## src/verilog/frc_pkg.sv

```systemverilog
// Purpose: shared constants for the free-running timer counter core
// Assumes: CPU clock drives clk_in; register accesses arrive as strobes
// Notes:   all values are counts or encodings, no addresses (no bus)
package frc_pkg;

  localparam int        COUNT_W        = 16;
  localparam int        BYTE_W         = 8;
  localparam logic [15:0] COUNT_RESET  = 16'hFFFC;
  localparam logic [15:0] COUNT_MAX    = 16'hFFFF;
  localparam logic [2:0]  PRESC_ONES   = 3'h7;

  // count clock select encodings
  localparam logic [1:0] SEL_DIV4  = 2'h0;
  localparam logic [1:0] SEL_DIV2  = 2'h1;
  localparam logic [1:0] SEL_DIV8  = 2'h2;
  localparam logic [1:0] SEL_EXT   = 2'h3;

  // prescaler masks: tick when the masked bits are all ones
  localparam logic [2:0] MASK_DIV2 = 3'h1;
  localparam logic [2:0] MASK_DIV4 = 3'h3;
  localparam logic [2:0] MASK_DIV8 = 3'h7;

  // external clock needs this many cpu clocks between active edges
  localparam int EXT_MIN_SPACING = 4;

  typedef enum logic [1:0] {
    RD_IDLE,
    RD_HELD
  } read_state_t;

endpackage

```

## src/verilog/ext_edge_detect.sv

```systemverilog
// Purpose: detect the selected edge of the external count clock pin
// Assumes: pin is synchronous to clk_in; sampled on the falling edge
// Notes:   a missing pin must be tied high by the integrator
`timescale 1ns/1ps
module ext_edge_detect
  import frc_pkg::*;
(
  input  wire logic clk_in,
  input  wire logic rst_in,
  input  wire logic pin_in,
  input  wire logic rising_in,
  output logic      edge_out
);

  logic pin_reg;
  logic prev_reg;
  logic edge_next;

  // ---------------------------------------------------------------
  // falling-edge sampling
  // ---------------------------------------------------------------
  // pin sampled on the negative cpu edge; edge_out and the counts follow on the positive edge
  always_ff @(negedge clk_in or posedge rst_in) begin
    if (rst_in) begin
      pin_reg  <= 1'b1;
      prev_reg <= 1'b1;
    end else begin
      pin_reg  <= pin_in;
      prev_reg <= pin_reg;
    end
  end

  assign edge_next = rising_in ? (pin_reg & ~prev_reg)
                               : (~pin_reg & prev_reg);

  always_ff @(posedge clk_in or posedge rst_in) begin
    if (rst_in) begin
      edge_out <= 1'b0;
    end else begin
      edge_out <= edge_next;
    end
  end

endmodule

```

## src/verilog/free_running_counter.sv

```systemverilog
// Purpose: 16-bit free-running upcounter with byte views and overflow
// Assumes: one cpu access strobe per cycle, reads take data next cycle
// Notes:   capture, compare and pwm live elsewhere
// Notes on behaviour
// - sixteen-bit upcounter, free running, wraps
// - value split into high and low bytes
// - count clock: cpu div 2, 4, 8, external
// - software picks active external clock edge
// - low byte write reloads FFFCh
// - reset loads FFFCh; only reload value
// - main and alternate views, same value
// - first high byte read buffers low byte
// - buffered low byte frozen until low read
// - lone low read returns live byte
// - wrap FFFF to 0000 sets overflow flag
// - interrupt needs enable and global unmask
// - flag clears: status read then low access
// - alternate low access never clears flag
// - wait mode leaves counter running
// - halt stops counter, resumes held value
// - instances independent, in step after reset
// - unbonded timer input reads as one
// - both select bits one picks external
// - external counts synced to falling cpu edge
`timescale 1ns/1ps
module free_running_counter
  import frc_pkg::*;
(
  input  wire logic         clk_in,
  input  wire logic         rst_in,
  input  wire logic [1:0]   count_clock_select_in,
  input  wire logic         external_edge_select_in,
  input  wire logic         external_count_clock_pin_in,
  input  wire logic         overflow_interrupt_enable_in,
  input  wire logic         global_unmask_in,
  input  wire logic         halt_in,
  input  wire logic         wait_in,
  input  wire logic         rd_high_in,
  input  wire logic         rd_low_in,
  input  wire logic         wr_low_in,
  input  wire logic         rd_alt_high_in,
  input  wire logic         rd_alt_low_in,
  input  wire logic         wr_alt_low_in,
  input  wire logic         rd_status_in,
  output logic [7:0]        rd_data_out,
  output logic              overflow_flag_out,
  output logic              irq_out,
  output logic [15:0]       count_out
);

  logic [15:0] count_reg;
  logic [2:0]  presc_reg;
  logic [7:0]  low_buf_reg;
  logic        overflow_flag_reg;
  logic        clear_armed_reg;
  read_state_t read_state_reg;
  logic        ext_edge;
  logic        tick;
  logic        reload;
  logic        wrap;
  logic        high_rd;
  logic        low_rd;
  logic        clr_access;

  // ---------------------------------------------------------------
  // helpers
  // ---------------------------------------------------------------
  function automatic logic presc_tick(input logic [1:0] sel,
                                      input logic [2:0] p);
    case (sel)
      SEL_DIV2: presc_tick = ((p & MASK_DIV2) == MASK_DIV2);
      SEL_DIV4: presc_tick = ((p & MASK_DIV4) == MASK_DIV4);
      SEL_DIV8: presc_tick = ((p & MASK_DIV8) == MASK_DIV8);
      default:  presc_tick = 1'b0;
    endcase
  endfunction

  ext_edge_detect u_edge (
    .clk_in    (clk_in),
    .rst_in    (rst_in),
    .pin_in    (external_count_clock_pin_in),
    .rising_in (external_edge_select_in),
    .edge_out  (ext_edge)
  );

  assign high_rd    = rd_high_in | rd_alt_high_in;
  assign low_rd     = rd_low_in | rd_alt_low_in;
  assign reload     = wr_low_in | wr_alt_low_in;
  assign clr_access = rd_low_in | wr_low_in;

  // wait_in is deliberately unused by the count path
  always_comb begin
    if (halt_in) begin
      tick = 1'b0;
    end else if (count_clock_select_in == SEL_EXT) begin
      tick = ext_edge;
    end else begin
      tick = presc_tick(count_clock_select_in, presc_reg);
    end
  end

  assign wrap = tick & ~reload & (count_reg == COUNT_MAX);

  // ---------------------------------------------------------------
  // prescaler and counter
  // ---------------------------------------------------------------
  // prescaler shares reset so twin instances stay in step
  // halt freezes it as well, so the count phase survives a halt
  always_ff @(posedge clk_in or posedge rst_in) begin
    if (rst_in) begin
      presc_reg <= 3'h0;
    end else if (!halt_in) begin
      presc_reg <= presc_reg + 3'h1;
    end
  end

  always_ff @(posedge clk_in or posedge rst_in) begin
    if (rst_in) begin
      count_reg <= COUNT_RESET;
    end else if (reload) begin
      count_reg <= COUNT_RESET;
    end else if (tick) begin
      count_reg <= count_reg + 16'h0001;
    end
  end

  // ---------------------------------------------------------------
  // buffered read sequence
  // ---------------------------------------------------------------
  always_ff @(posedge clk_in or posedge rst_in) begin
    if (rst_in) begin
      read_state_reg <= RD_IDLE;
      low_buf_reg    <= 8'h00;
    end else begin
      case (read_state_reg)
        RD_IDLE: begin
          if (high_rd) begin
            low_buf_reg    <= count_reg[7:0];
            read_state_reg <= RD_HELD;
          end
        end
        RD_HELD: begin
          if (low_rd) begin
            read_state_reg <= RD_IDLE;
          end
        end
        default: read_state_reg <= RD_IDLE;
      endcase
    end
  end

  always_ff @(posedge clk_in or posedge rst_in) begin
    if (rst_in) begin
      rd_data_out <= 8'h00;
    end else if (high_rd) begin
      rd_data_out <= count_reg[15:8];
    end else if (low_rd) begin
      rd_data_out <= (read_state_reg == RD_HELD) ? low_buf_reg
                                                  : count_reg[7:0];
    end else if (rd_status_in) begin
      rd_data_out <= {overflow_flag_reg, 7'h00};
    end
  end

  // ---------------------------------------------------------------
  // overflow flag and interrupt
  // ---------------------------------------------------------------
  always_ff @(posedge clk_in or posedge rst_in) begin
    if (rst_in) begin
      overflow_flag_reg <= 1'b0;
      clear_armed_reg   <= 1'b0;
    end else begin
      if (wrap) begin
        overflow_flag_reg <= 1'b1;
      end else if (clear_armed_reg && clr_access) begin
        overflow_flag_reg <= 1'b0;
      end
      if (rd_status_in && overflow_flag_reg) begin
        clear_armed_reg <= 1'b1;
      end else if (clr_access) begin
        clear_armed_reg <= 1'b0;
      end
    end
  end

  always_ff @(posedge clk_in or posedge rst_in) begin
    if (rst_in) begin
      irq_out <= 1'b0;
    end else begin
      irq_out <= overflow_flag_reg & overflow_interrupt_enable_in
                 & global_unmask_in;
    end
  end

  assign overflow_flag_out = overflow_flag_reg;
  assign count_out         = count_reg;
endmodule

```

## config.mk

```make
export PLATFORM = sky130hd
export DESIGN_NAME = free_running_counter
export DESIGN_NICKNAME = d
export VERILOG_FILES = /design/src/verilog/frc_pkg.sv /design/src/verilog/ext_edge_detect.sv /design/src/verilog/free_running_counter.sv
export SDC_FILE = /design/constraint.sdc
export NUM_CORES = 1
export LEC_CHECK = 0
export BUFFER_PORTS_ARGS = -buffer_cell sky130_fd_sc_hd__buf_2
export CAP_MARGIN = 20
export CORE_UTILIZATION = 54
export CTS_CLUSTER_DIAMETER = 80
export DETAILED_ROUTE_END_ITERATION = 8
export PLACE_DENSITY = 0.79
export SYNTH_ARGS = -nofsm -noshare
export SYNTH_HDL_FRONTEND = slang
export SYNTH_SLANG_ARGS = --single-unit
```

## constraint.sdc

```tcl
create_clock -name clk_in -period 2.6 [get_ports clk_in]
set_input_delay 0.52 -clock clk_in [delete_from_list [all_inputs] [get_ports clk_in]]
set_output_delay 0.52 -clock clk_in [all_outputs]
set_load 0.02 [all_outputs]
```

**Yosys cells after proc, flatten, opt, wreduce, memory -nomap -nowiden**

Index checks and enable logic that the tools add are counted.

- Input bits: 17
- Output and inout port bits: 26
- Register bits: 43

- Add/sub/neg operators: 2
- Eq/ne operators: 9
- Reductions and logical operators: 10
- Bitwise gates (word level): 13
- Muxes and demuxes: 17

Operator list:

| operator | number |
|---|---|
| $mux 16 | 2 |
| $mux 8 | 4 |
| $add 16x1->16 const B | 1 |
| $eq 16x16->1 const B | 1 |
| $mux 1 | 7 |
| $and 1x1->1 | 6 |
| $eq 2x2->1 const B | 3 |
| $reduce_bool 2->1 | 3 |
| $eq 2x1->1 const B | 2 |
| $logic_not 2->1 | 2 |
| $mux 2 | 2 |
| $ne 2x2->1 const B | 2 |
| $or 1x1->1 | 4 |
| $pmux 2 s2 | 1 |
| $reduce_and 2->1 | 2 |
| $add 3x1->3 const B | 1 |
| $eq 3x3->1 const B | 1 |
| $not 1->1 | 3 |
| $pmux 1 s3 | 1 |
| $reduce_bool 3->1 | 1 |
| $logic_and 1x1->1 | 2 |

**Depth between registers and ports, before layout**

Gate-level depths: netlist (run 1).

- Word-level depth: 7
- Mapped depth: 6
- Gate-level depth less buffers: 6

**Cells and area by module**

Synthesis (run 1) repeated with hierarchy kept, for this count alone.

- Cell total of the unflattened synthesis: 186
- Area total of the unflattened synthesis: 2,033.2 µm²

Modules (own cells, without submodules):

| module | times used | cells an instance | area each (µm²) |
|---|---|---|---|
| free_running_counter | 1 | 178 | 1,925.6 |
| ext_edge_detect | 1 | 8 | 107.6 |

==> reports/qor.yml, run 1 <==
hold_path_depth: 0
num_vias: 1602
maxCapViolCount: 0
start_kind: "flip-flop"
synth_ff_type: "dfrtp_1"
final_net_count: 255
die_area_um2: 4014
cts_hold_buf: 0
reg2reg_depth: 3
core_um2: 3468
areaGrowthSynthToFinish_pct: 17.29
synth_edf_count: 0
drcViolationCount: 0
yosys-top-cells-count: "dfrtp_1 (26), nor2_1 (20), dfstp_2 (16), nand3_1 (12)"
worstMarginPinSlew_ns: 0.5210
setup_viol: 0
clock_skew_ns: 0.05457
yosysMostFrequentCell: "dfrtp_1"
timing_max_transition_violations_final: 0
async_flop_share: 1.000
io_buffers: 41
cp.arrival_ns: 2.34
pin_count: 43
worstPathCellList: "nor2_1, nand2_1, o21ai_0"
worstHoldPathType: "reg2reg"
vdd_ir_drop_max_uv: 288.9
synthSimpleGateAreaFrac: 0.1895
die_h_um: 63.36
grt_pass1_wl_um: 7251
wl_met2_um: 1977
top_layer_used: "met4"
maxSlewHeadroom: 0.6527
synth.largest_area_cell: "dfrtp_1"
reg2reg_slack_ns: 0.43
diodes: 0
clk_latency_ns: 0.34
ant_nets: 0
status: "finished, final reports clean"
cts_buffers: 5
max_stage_delay_ns: 0.53
clockBufferDepth: 2
cts_setup_buffers: 0
synthesis.area_um2: 2033
yosys_warnings: 0
drive_above_1_share: 0.3559
largest_register_ffs: 16
place_congestion: 0.7812
yosysSeqAreaShare: 0.5268
dieWidth_um: 63.36
end_kind: "flip-flop"
clkTransAtPathRegs_ns: 0.07
grt-ovfl-total: 0
post-route-util: 0.6876
drt_pass1_iterations: 4
drt-initial-drc-count: 65
powerDensity_nw_per_um2: 563.8
cts_resized: 0
antenna_found_initial: 0
cp_slowest_cell: "dfstp_2"
h-tree-depth: 2
fin_area_um2: 2385
dr_wl_met3_um: 170
critical_path_required_ns: 2.77
tritoncts: "done"
drt_wl_total_um: 4186
synth_top_area_frac: 0.3200
rsz0062_at_grt: "no"
grt_pass1_vias: 1546
vias_per_cell: 5.681
grt_max_degree: 41
synth_top_family_by_area: "simple AND/OR/NAND/NOR gates"
cts.sinks: 42
leakagePower_nw: 1.027
cts-root-buf: "clkbuf_8"
synthAdderAreaFrac: 0.01846
fp-row-count: 21
grt_use_total: 0.2332
synth_xor_area_frac: 0.03015
synth-compound-area-share: 0.09908
hpwl_um: 3079
synth-seq-cells: 42
synth.area.top_cells: "dfrtp_1 (32%), dfstp_2 (21%), mux2_2 (5.5%), mux2i_1 (4.9%), nor2_1 (3.7%)"
start_util: 0.5862
place_area_um2: 2300
syn-num-nets: 208
fin_tns_setup_ns: 0
syn_inst: 188
synth.distinct_cells: 40
wire_per_inst_um: 14.84
hold_viol_final: 0
timing_worst_setup_path_type: "reg2reg"
syn_area_per_cell_um2: 10.81
wl_met1_um: 1981
worstPathMaxFanout: 3
synthMuxAreaShare: 0.1157
cell families after synthesis:
group | Yosys count
buffers and inverters | 10
DFF | 42
adders and majority gates | 3
xor gates and xnor gates | 7
muxes | 21
and+or+nand+nor | 72
AOI/OAI and AO/OA | 33
cell type report:
class / count / area, um2
multi-input combinational: 136 / 920.9
fill: 309 / 1084
inverter: 3 / 11.26
tap: 46 / 57.56
clock buffer: 6 / 72.57
clock inverter: 4 / 16.27
sequential: 42 / 1071
timing repair buffer: 45 / 235.2
per-stage QoR:
stage | worst slack, ns | hold WS [ns] | total power, mW | cells
floorplan | 0.01857 | 0.3609 | 0.8960 | 188
global placement | 0.5033 | 0.3646 | 0.9452 | 273
detailed placement | 0.4888 | 0.3672 | 0.9580 | 273
CTS | 0.4340 | 0.3785 | 1.359 | 282
global route | 0.3810 | 0.3832 | 1.423 | 282
finish | 0.4302 | 0.3737 | 1.345 | 282
layer usage:
metal | up-vias | global-route usage
li1 | 780 | -
met1 | 771 | 0.3270
met2 | 42 | 0.3617
met3 | 9 | 0.04710
met4 | 0 | 0.07386
met5 | - | 0
placed cells by master, fill, tap and decap left out, types with 2 or more instances in the layout:
cell type,netlist,final
inv_1,4,5
or4_1,2,2
and3_1,3,3
clkbuf_8,0,5
a31oi_1,7,7
xor2_1,6,6
mux2i_1,10,10
nor4_1,2,2
nand2_1,10,10
mux2_2,10,10
and4_1,3,3
buf_2,2,41
nand3_1,12,12
o21ai_0,9,9
dfrtp_1,26,26
ha_1,3,3
a21o_1,2,2
o31ai_1,2,2
nand4_1,5,5
buf_4,0,4
or3_1,5,5
a21oi_1,8,8
nor2_1,20,20
or2_2,2,2
dfstp_2,16,16
final timing paths:
kind | start | endpoint
worst max-delay path | u_edge.pin_reg | u_edge.edge_out
worst min-delay path | u_edge.pin_reg | u_edge.prev_reg
worst max register to register | u_edge.pin_reg | u_edge.edge_out
worst min register to register | u_edge.pin_reg | u_edge.prev_reg
max in group asynchronous | rst_in | u_edge.prev_reg
min in group asynchronous | rst_in | low_buf_reg[7]
worst max-delay path, delay by kind of cell (launching register included):
kind,cells,cell delay (ns)
AO/OA/AOI/OAI,1,0.07
flip-flops,1,0.53
AND/OR/NAND/NOR,2,0.10
power by group:
part / internal, mW / switching (mW) / leakage [nW]
Clock: 0.189 / 0.219 / 0.0559
Sequential: 0.694 / 0.0372 / 0.454
Combinational: 0.0999 / 0.105 / 0.517
Power figures use the tool's default switching activity.
==> run 2, diff against run 1 <==
==> constraint.sdc (replaced) <==
create_clock -name clk_in -period 2 [get_ports clk_in]
set_input_delay 0.4 -clock clk_in [delete_from_list [all_inputs] [get_ports clk_in]]
set_output_delay 0.4 -clock clk_in [all_outputs]
set_load 0.02 [all_outputs]
==> reports/qor.yml, run 2 (same netlist as run 1, synthesis figures left out) <==
vias_per_cell: 5.621  # -1.1%
worstHoldPathType: "in2async"
clk_latency_ns: 0.35  # about the same
place_area_um2: 2303  # +0.16%
layout_common_cells: "buf_2 (41), dfrtp_1 (26), nor2_1 (20), dfstp_2 (16), nand3_1 (12)"
die_h_um: 63.36  # unchanged
antenna_found_initial: 0  # unchanged
start_util: 0.5862  # unchanged
final_common_cell: "buf_2"
reg2reg_depth: 6  # +3
period_share: 0.9533
pin_count: 43  # unchanged
clock_skew_ns: 0.05350  # -0.001072 ns
timing_worst_setup_path_type: "reg2reg"
fmax_mhz: 524.5
fp-row-count: 21  # unchanged
cp.arrival_ns: 2.10  # -0.24 ns
place_ws_ns: 0.09622  # -0.3926 ns
intPower_mw: 1.313  # +34%
h-tree-depth: 2  # unchanged
cts_resized: 0  # unchanged
grt_use_total: 0.2351  # +0.001923
clkTransAtPathRegs_ns: 0.07  # about the same
status: "finished, final reports clean"
tritoncts: "done"
worstMarginPinSlew_ns: 0.5295  # +0.008518 ns
worstPathMaxFanout: 7  # +4
diodes: 0  # unchanged
leakagePower_nw: 1.025  # -0.19%
p_comb_frac: 0.148  # -0.005
hold_viol_final: 0  # unchanged
vdd_ir_drop_max_uv: 777.5  # +170%
num_vias: 1585  # -1.1%
pwr-share-clk: 0.319  # +0.016
cts_buffers: 5  # unchanged
ant_nets: 0  # unchanged
dieWidth_um: 63.36  # unchanged
setup_viol: 0  # unchanged
cts_hold_buf: 0  # unchanged
core_um2: 3468  # unchanged
grt_max_degree: 41  # unchanged
swShare: 0.2632  # -0.005466
clockBufferDepth: 2  # unchanged
cts-root-buf: "clkbuf_8"
drt_wl_total_um: 4161  # -0.60%
powerDensity_nw_per_um2: 743.6  # +32%
grt_pass1_vias: 1488  # -3.8%
timing_max_transition_violations_final: 0  # unchanged
switchingPower_uw: 469.2  # +30%
areaGrowthSynthToFinish_pct: 17.91
drt_pass1_iterations: 4  # unchanged
rr_startpoint: "presc_reg[0]"
maxSlewHeadroom: 0.6379  # -0.01481
drt-initial-drc-count: 102  # +57%
hold_ws_ns: 0.2819  # -0.09171 ns
min_period_ns: 1.907
die_area_um2: 4014  # unchanged
drcViolationCount: 0  # unchanged
rsz0062_at_grt: "yes"
hpwl_um: 3052  # -0.88%
cts.sinks: 42  # unchanged
grt-ovfl-total: 0  # unchanged
drive_above_1_share: 0.3602  # +0.004237
cts_setup_buffers: 0  # unchanged
timing.rr.end: "count_out[1]"
maxCapViolCount: 0  # unchanged
io_buffers: 41  # unchanged
place_congestion: 0.7565  # -3.2%
start_kind: "flip-flop"
wire_per_inst_um: 14.76  # -0.60%
final_net_count: 255  # unchanged
reg2reg_slack_ns: 0.09  # -0.34 ns
critical_path_required_ns: 2.19  # -0.58 ns
fin_area_um2: 2397  # +0.52%
finalWorstSetupSlack_ns: 0.09342  # -0.3367 ns
power_frac_seq: 0.533  # -0.011
fin_tns_setup_ns: 0  # unchanged
end_kind: "flip-flop"
grt_pass1_wl_um: 7086  # -2.3%
startpoint: "presc_reg[0]"
largest_register_ffs: 16  # unchanged
==> run 2: critical path, cell delays in order (launching register included) <==
cell and delay [ns]:
dfrtp_1 0.41, ha_1 0.22, ha_1 0.18, mux4_2 0.56, nand2b_1 0.18, mux2i_1 0.21, nor2_1 0.05
==> run 2: layer usage <==
layer,vias up,track usage,share of wire
li1,779,-,-
met1,766,0.3262,0.46
met2,34,0.3537,0.48
met3,6,0.06159,0.045
met4,0,0.08523,0.017
met5,-,0,0
==> run 2: worst max-delay path by stage <==
| stage | endpoint | slack, ns | cells past startpoint |
|---|---|---|---|
| final | count_out[1] | 0.09 | 6 |
| after global routing | count_out[1] | -0.01 | 6 |
| after CTS | count_out[1] | 0.08 | 6 |
| after detailed placement | count_out[1] | 0.1 | 6 |
| after global placement | count_out[1] | 0.13 | 6 |
| after floorplan | count_out[1] | 0.20 | 6 |
==> run 2: power by group through the flow <==
stage	registers, mW	logic [mW]	clock network [mW]
floorplan	0.952	0.204	0.00939
global placement	0.965	0.256	0.00939
detailed placement	0.966	0.266	0.00939
CTS	0.951	0.267	0.583
global route	0.956	0.298	0.630
finish	0.950	0.263	0.569
==> run 2: cell type report <==
type,instances,area (um2)
clock buffers,7,86.33
clock inverters,3,11.26
flip-flops and latches,42,1071
repair buffers,45,235.2
fillers,293,1071
well taps,46,57.56
multi-input cells,136,920.9
inverters,3,15.01
==> run 2: stage by stage <==
step	total power [mW]	cells	util
floorplan	1.165	188	-
global placement	1.230	273	0.6641
detailed placement	1.242	273	0.6641
CTS	1.800	282	0.6912
global route	1.885	282	0.6912
finish	1.783	282	0.6912
==> run 3, diff against run 2 <==
--- a/config.mk
+++ b/config.mk
@@ -7,10 +7,11 @@
 export LEC_CHECK = 0
 export BUFFER_PORTS_ARGS = -buffer_cell sky130_fd_sc_hd__buf_2
 export CAP_MARGIN = 20
-export CORE_UTILIZATION = 54
+export CORE_UTILIZATION = 56
+export CTS_BUF_LIST = sky130_fd_sc_hd__clkbuf_8
 export CTS_CLUSTER_DIAMETER = 80
 export DETAILED_ROUTE_END_ITERATION = 8
-export PLACE_DENSITY = 0.79
+export PLACE_DENSITY = 0.82
 export SYNTH_ARGS = -nofsm -noshare
 export SYNTH_HDL_FRONTEND = slang
 export SYNTH_SLANG_ARGS = --single-unit
==> reports/qor.yml, run 3 (same netlist as run 1, synthesis figures left out) <==
end_kind: "flip-flop"
vdd_ir_drop_max_uv: 661.2  # -15%
final_common_cell: "buf_2"
max_stage_delay_ns: 0.56  # about the same
grt_pass1_vias: 1493  # +0.34%
io_buffers: 41  # unchanged
timing_worst_setup_path_type: "reg2reg"
power_mw: 1.782  # about the same
leakagePower_nw: 1.038  # +1.3%
startpoint: "presc_reg[0]"
grt_max_degree: 28  # -32%
cts.sinks: 42  # unchanged
cp_slowest_cell: "mux4_2"
status: "finished, final reports clean"
grt_use_total: 0.2308  # -0.004288
timing_max_transition_violations_final: 0  # unchanged
fp-row-count: 21  # unchanged
hpwl_um: 2923  # -4.2%
worstPathCellList: "ha_1, ha_1, mux4_2, nand2b_1, mux2i_1, nor2_1"
wire_per_inst_um: 14.12  # -4.3%
maxSlewHeadroom: 0.7431  # +0.1052
layout_common_cells: "buf_2 (41), dfrtp_1 (26), nor2_1 (20), dfstp_2 (16), nand3_1 (12)"
num_vias: 1613  # +1.8%
clk_latency_ns: 0.35  # about the same
cts_buffers: 5  # unchanged
regArea_um2: 1071  # unchanged
finalWorstSetupSlack_ns: 0.07567  # -0.01775 ns
clock_skew_ns: 0.05988  # +0.006377 ns
cp.arrival_ns: 2.10  # about the same
fmax_mhz: 519.7  # -0.92%
post-route-util: 0.7066  # +0.01540
worstHoldPathType: "in2async"
die_h_um: 62.26  # -1.7%
tritoncts: "done"
powerDensity_nw_per_um2: 738.4  # -0.69%
cts_resized: 0  # unchanged
hold_ws_ns: 0.1720  # -0.1099 ns
start_kind: "flip-flop"
period_share: 0.9622  # +0.008873
reg2reg_slack_ns: 0.08  # -0.02 ns
cts-root-buf: "clkbuf_8"
drcViolationCount: 0  # unchanged
critPathMostFrequentCell: "ha_1"
path_buf_inv: 0  # unchanged
clockBufferDepth: 2  # unchanged
setup_viol: 0  # unchanged
drt-initial-drc-count: 81  # -21%
maxCapViolCount: 0  # unchanged
ant_nets: 0  # unchanged
final_net_count: 257  # +0.78%
drt_pass1_iterations: 4  # unchanged
place_area_um2: 2318  # +0.65%
clkTransAtPathRegs_ns: 0.08  # about the same
cts_setup_buffers: 0  # unchanged
multi_input_comb_area_um2: 920.9  # unchanged
areaGrowthSynthToFinish_pct: 18.71
core_um2: 3416  # -1.5%
place_ws_ns: 0.07841  # -0.01780 ns
vias_per_cell: 5.680  # +1.0%
worstMarginPinSlew_ns: 0.3756  # -0.1539 ns
drive_above_1_share: 0.3655  # +0.005377
rr_startpoint: "presc_reg[0]"
diodes: 0  # unchanged
dieWidth_um: 62.26  # -1.7%
grt_pass1_wl_um: 6893  # -2.7%
drt_wl_total_um: 4009  # -3.7%
cpLargestDelayFamily: "multiplexers"
hold_viol_final: 0  # unchanged
start_util: 0.5952  # +0.009019
cts_hold_buf: 0  # unchanged
h-tree-depth: 2  # unchanged
rsz0062_at_grt: "yes"
fill_cells: 280  # -4.4%
die_area_um2: 3876  # -3.5%
critical_path_required_ns: 2.18  # about the same
largest_register_ffs: 16  # unchanged
place_congestion: 0.7924  # +4.7%
fin_cells: 284  # +0.71%
dp_cells: 275  # +0.73%
fin_area_um2: 2414  # +0.68%
pin_count: 43  # unchanged
min_period_ns: 1.924  # +0.01775 ns
antenna_found_initial: 0  # unchanged
grt-ovfl-total: 0  # unchanged
worstPathMaxFanout: 7  # unchanged
fin_tns_setup_ns: 0  # unchanged
==> run 3: cell count changes in the layout (fill, tap and decap cells not counted) <==
| cell | before | now |
|---|---|---|
| clkinv_2 | 0 | 1 |
| buf_4 | 4 | 6 |
| inv_1 | 4 | 5 |
| inv_2 | 1 | 0 |
| clkbuf_1 | 1 | 0 |
==> run 3: final timing paths <==
path | depth (start not counted) | to
worst min-delay path | 3 | rd_data_out[6]
min in group clk_in | 2 | irq_out
max in group asynchronous | 2 | u_edge.prev_reg
worst max-delay path | 6 | count_out[1]
worst max register to register | 6 | count_out[1]
worst min register to register | 0 | u_edge.prev_reg
==> run 3: power by group <==
part / switching (mW) / total [mW] / internal, mW
Sequential: 0.0423 / 0.945 / 0.903
Combinational: 0.143 / 0.277 / 0.134
Clock: 0.281 / 0.560 / 0.279
Total: 0.467 / 1.78 / 1.32
==> run 3: cell type report <==
class                      instances  area share
tap                               46     0.02385
inverter                           3    0.006221
sequential                        42      0.4438
clock inverter                     4    0.006739
multi-input combinational        136      0.3815
timing repair buffer              47      0.1037
clock buffer                       6     0.03421
==> run 3: routing by layer <==
metal,vias up,routed length (um),global-route usage
li1,787,-,-
met1,790,1794,0.2882
met2,34,2031,0.4011
met3,2,161,0.04963
met4,0,22,0.06977
met5,-,0,0
==> run 3: tightest hold or removal path, cell delays in order <==
cell and delay [ns]:
buf_2 0.11, clkinvlp_4 0.09, buf_4 0.22
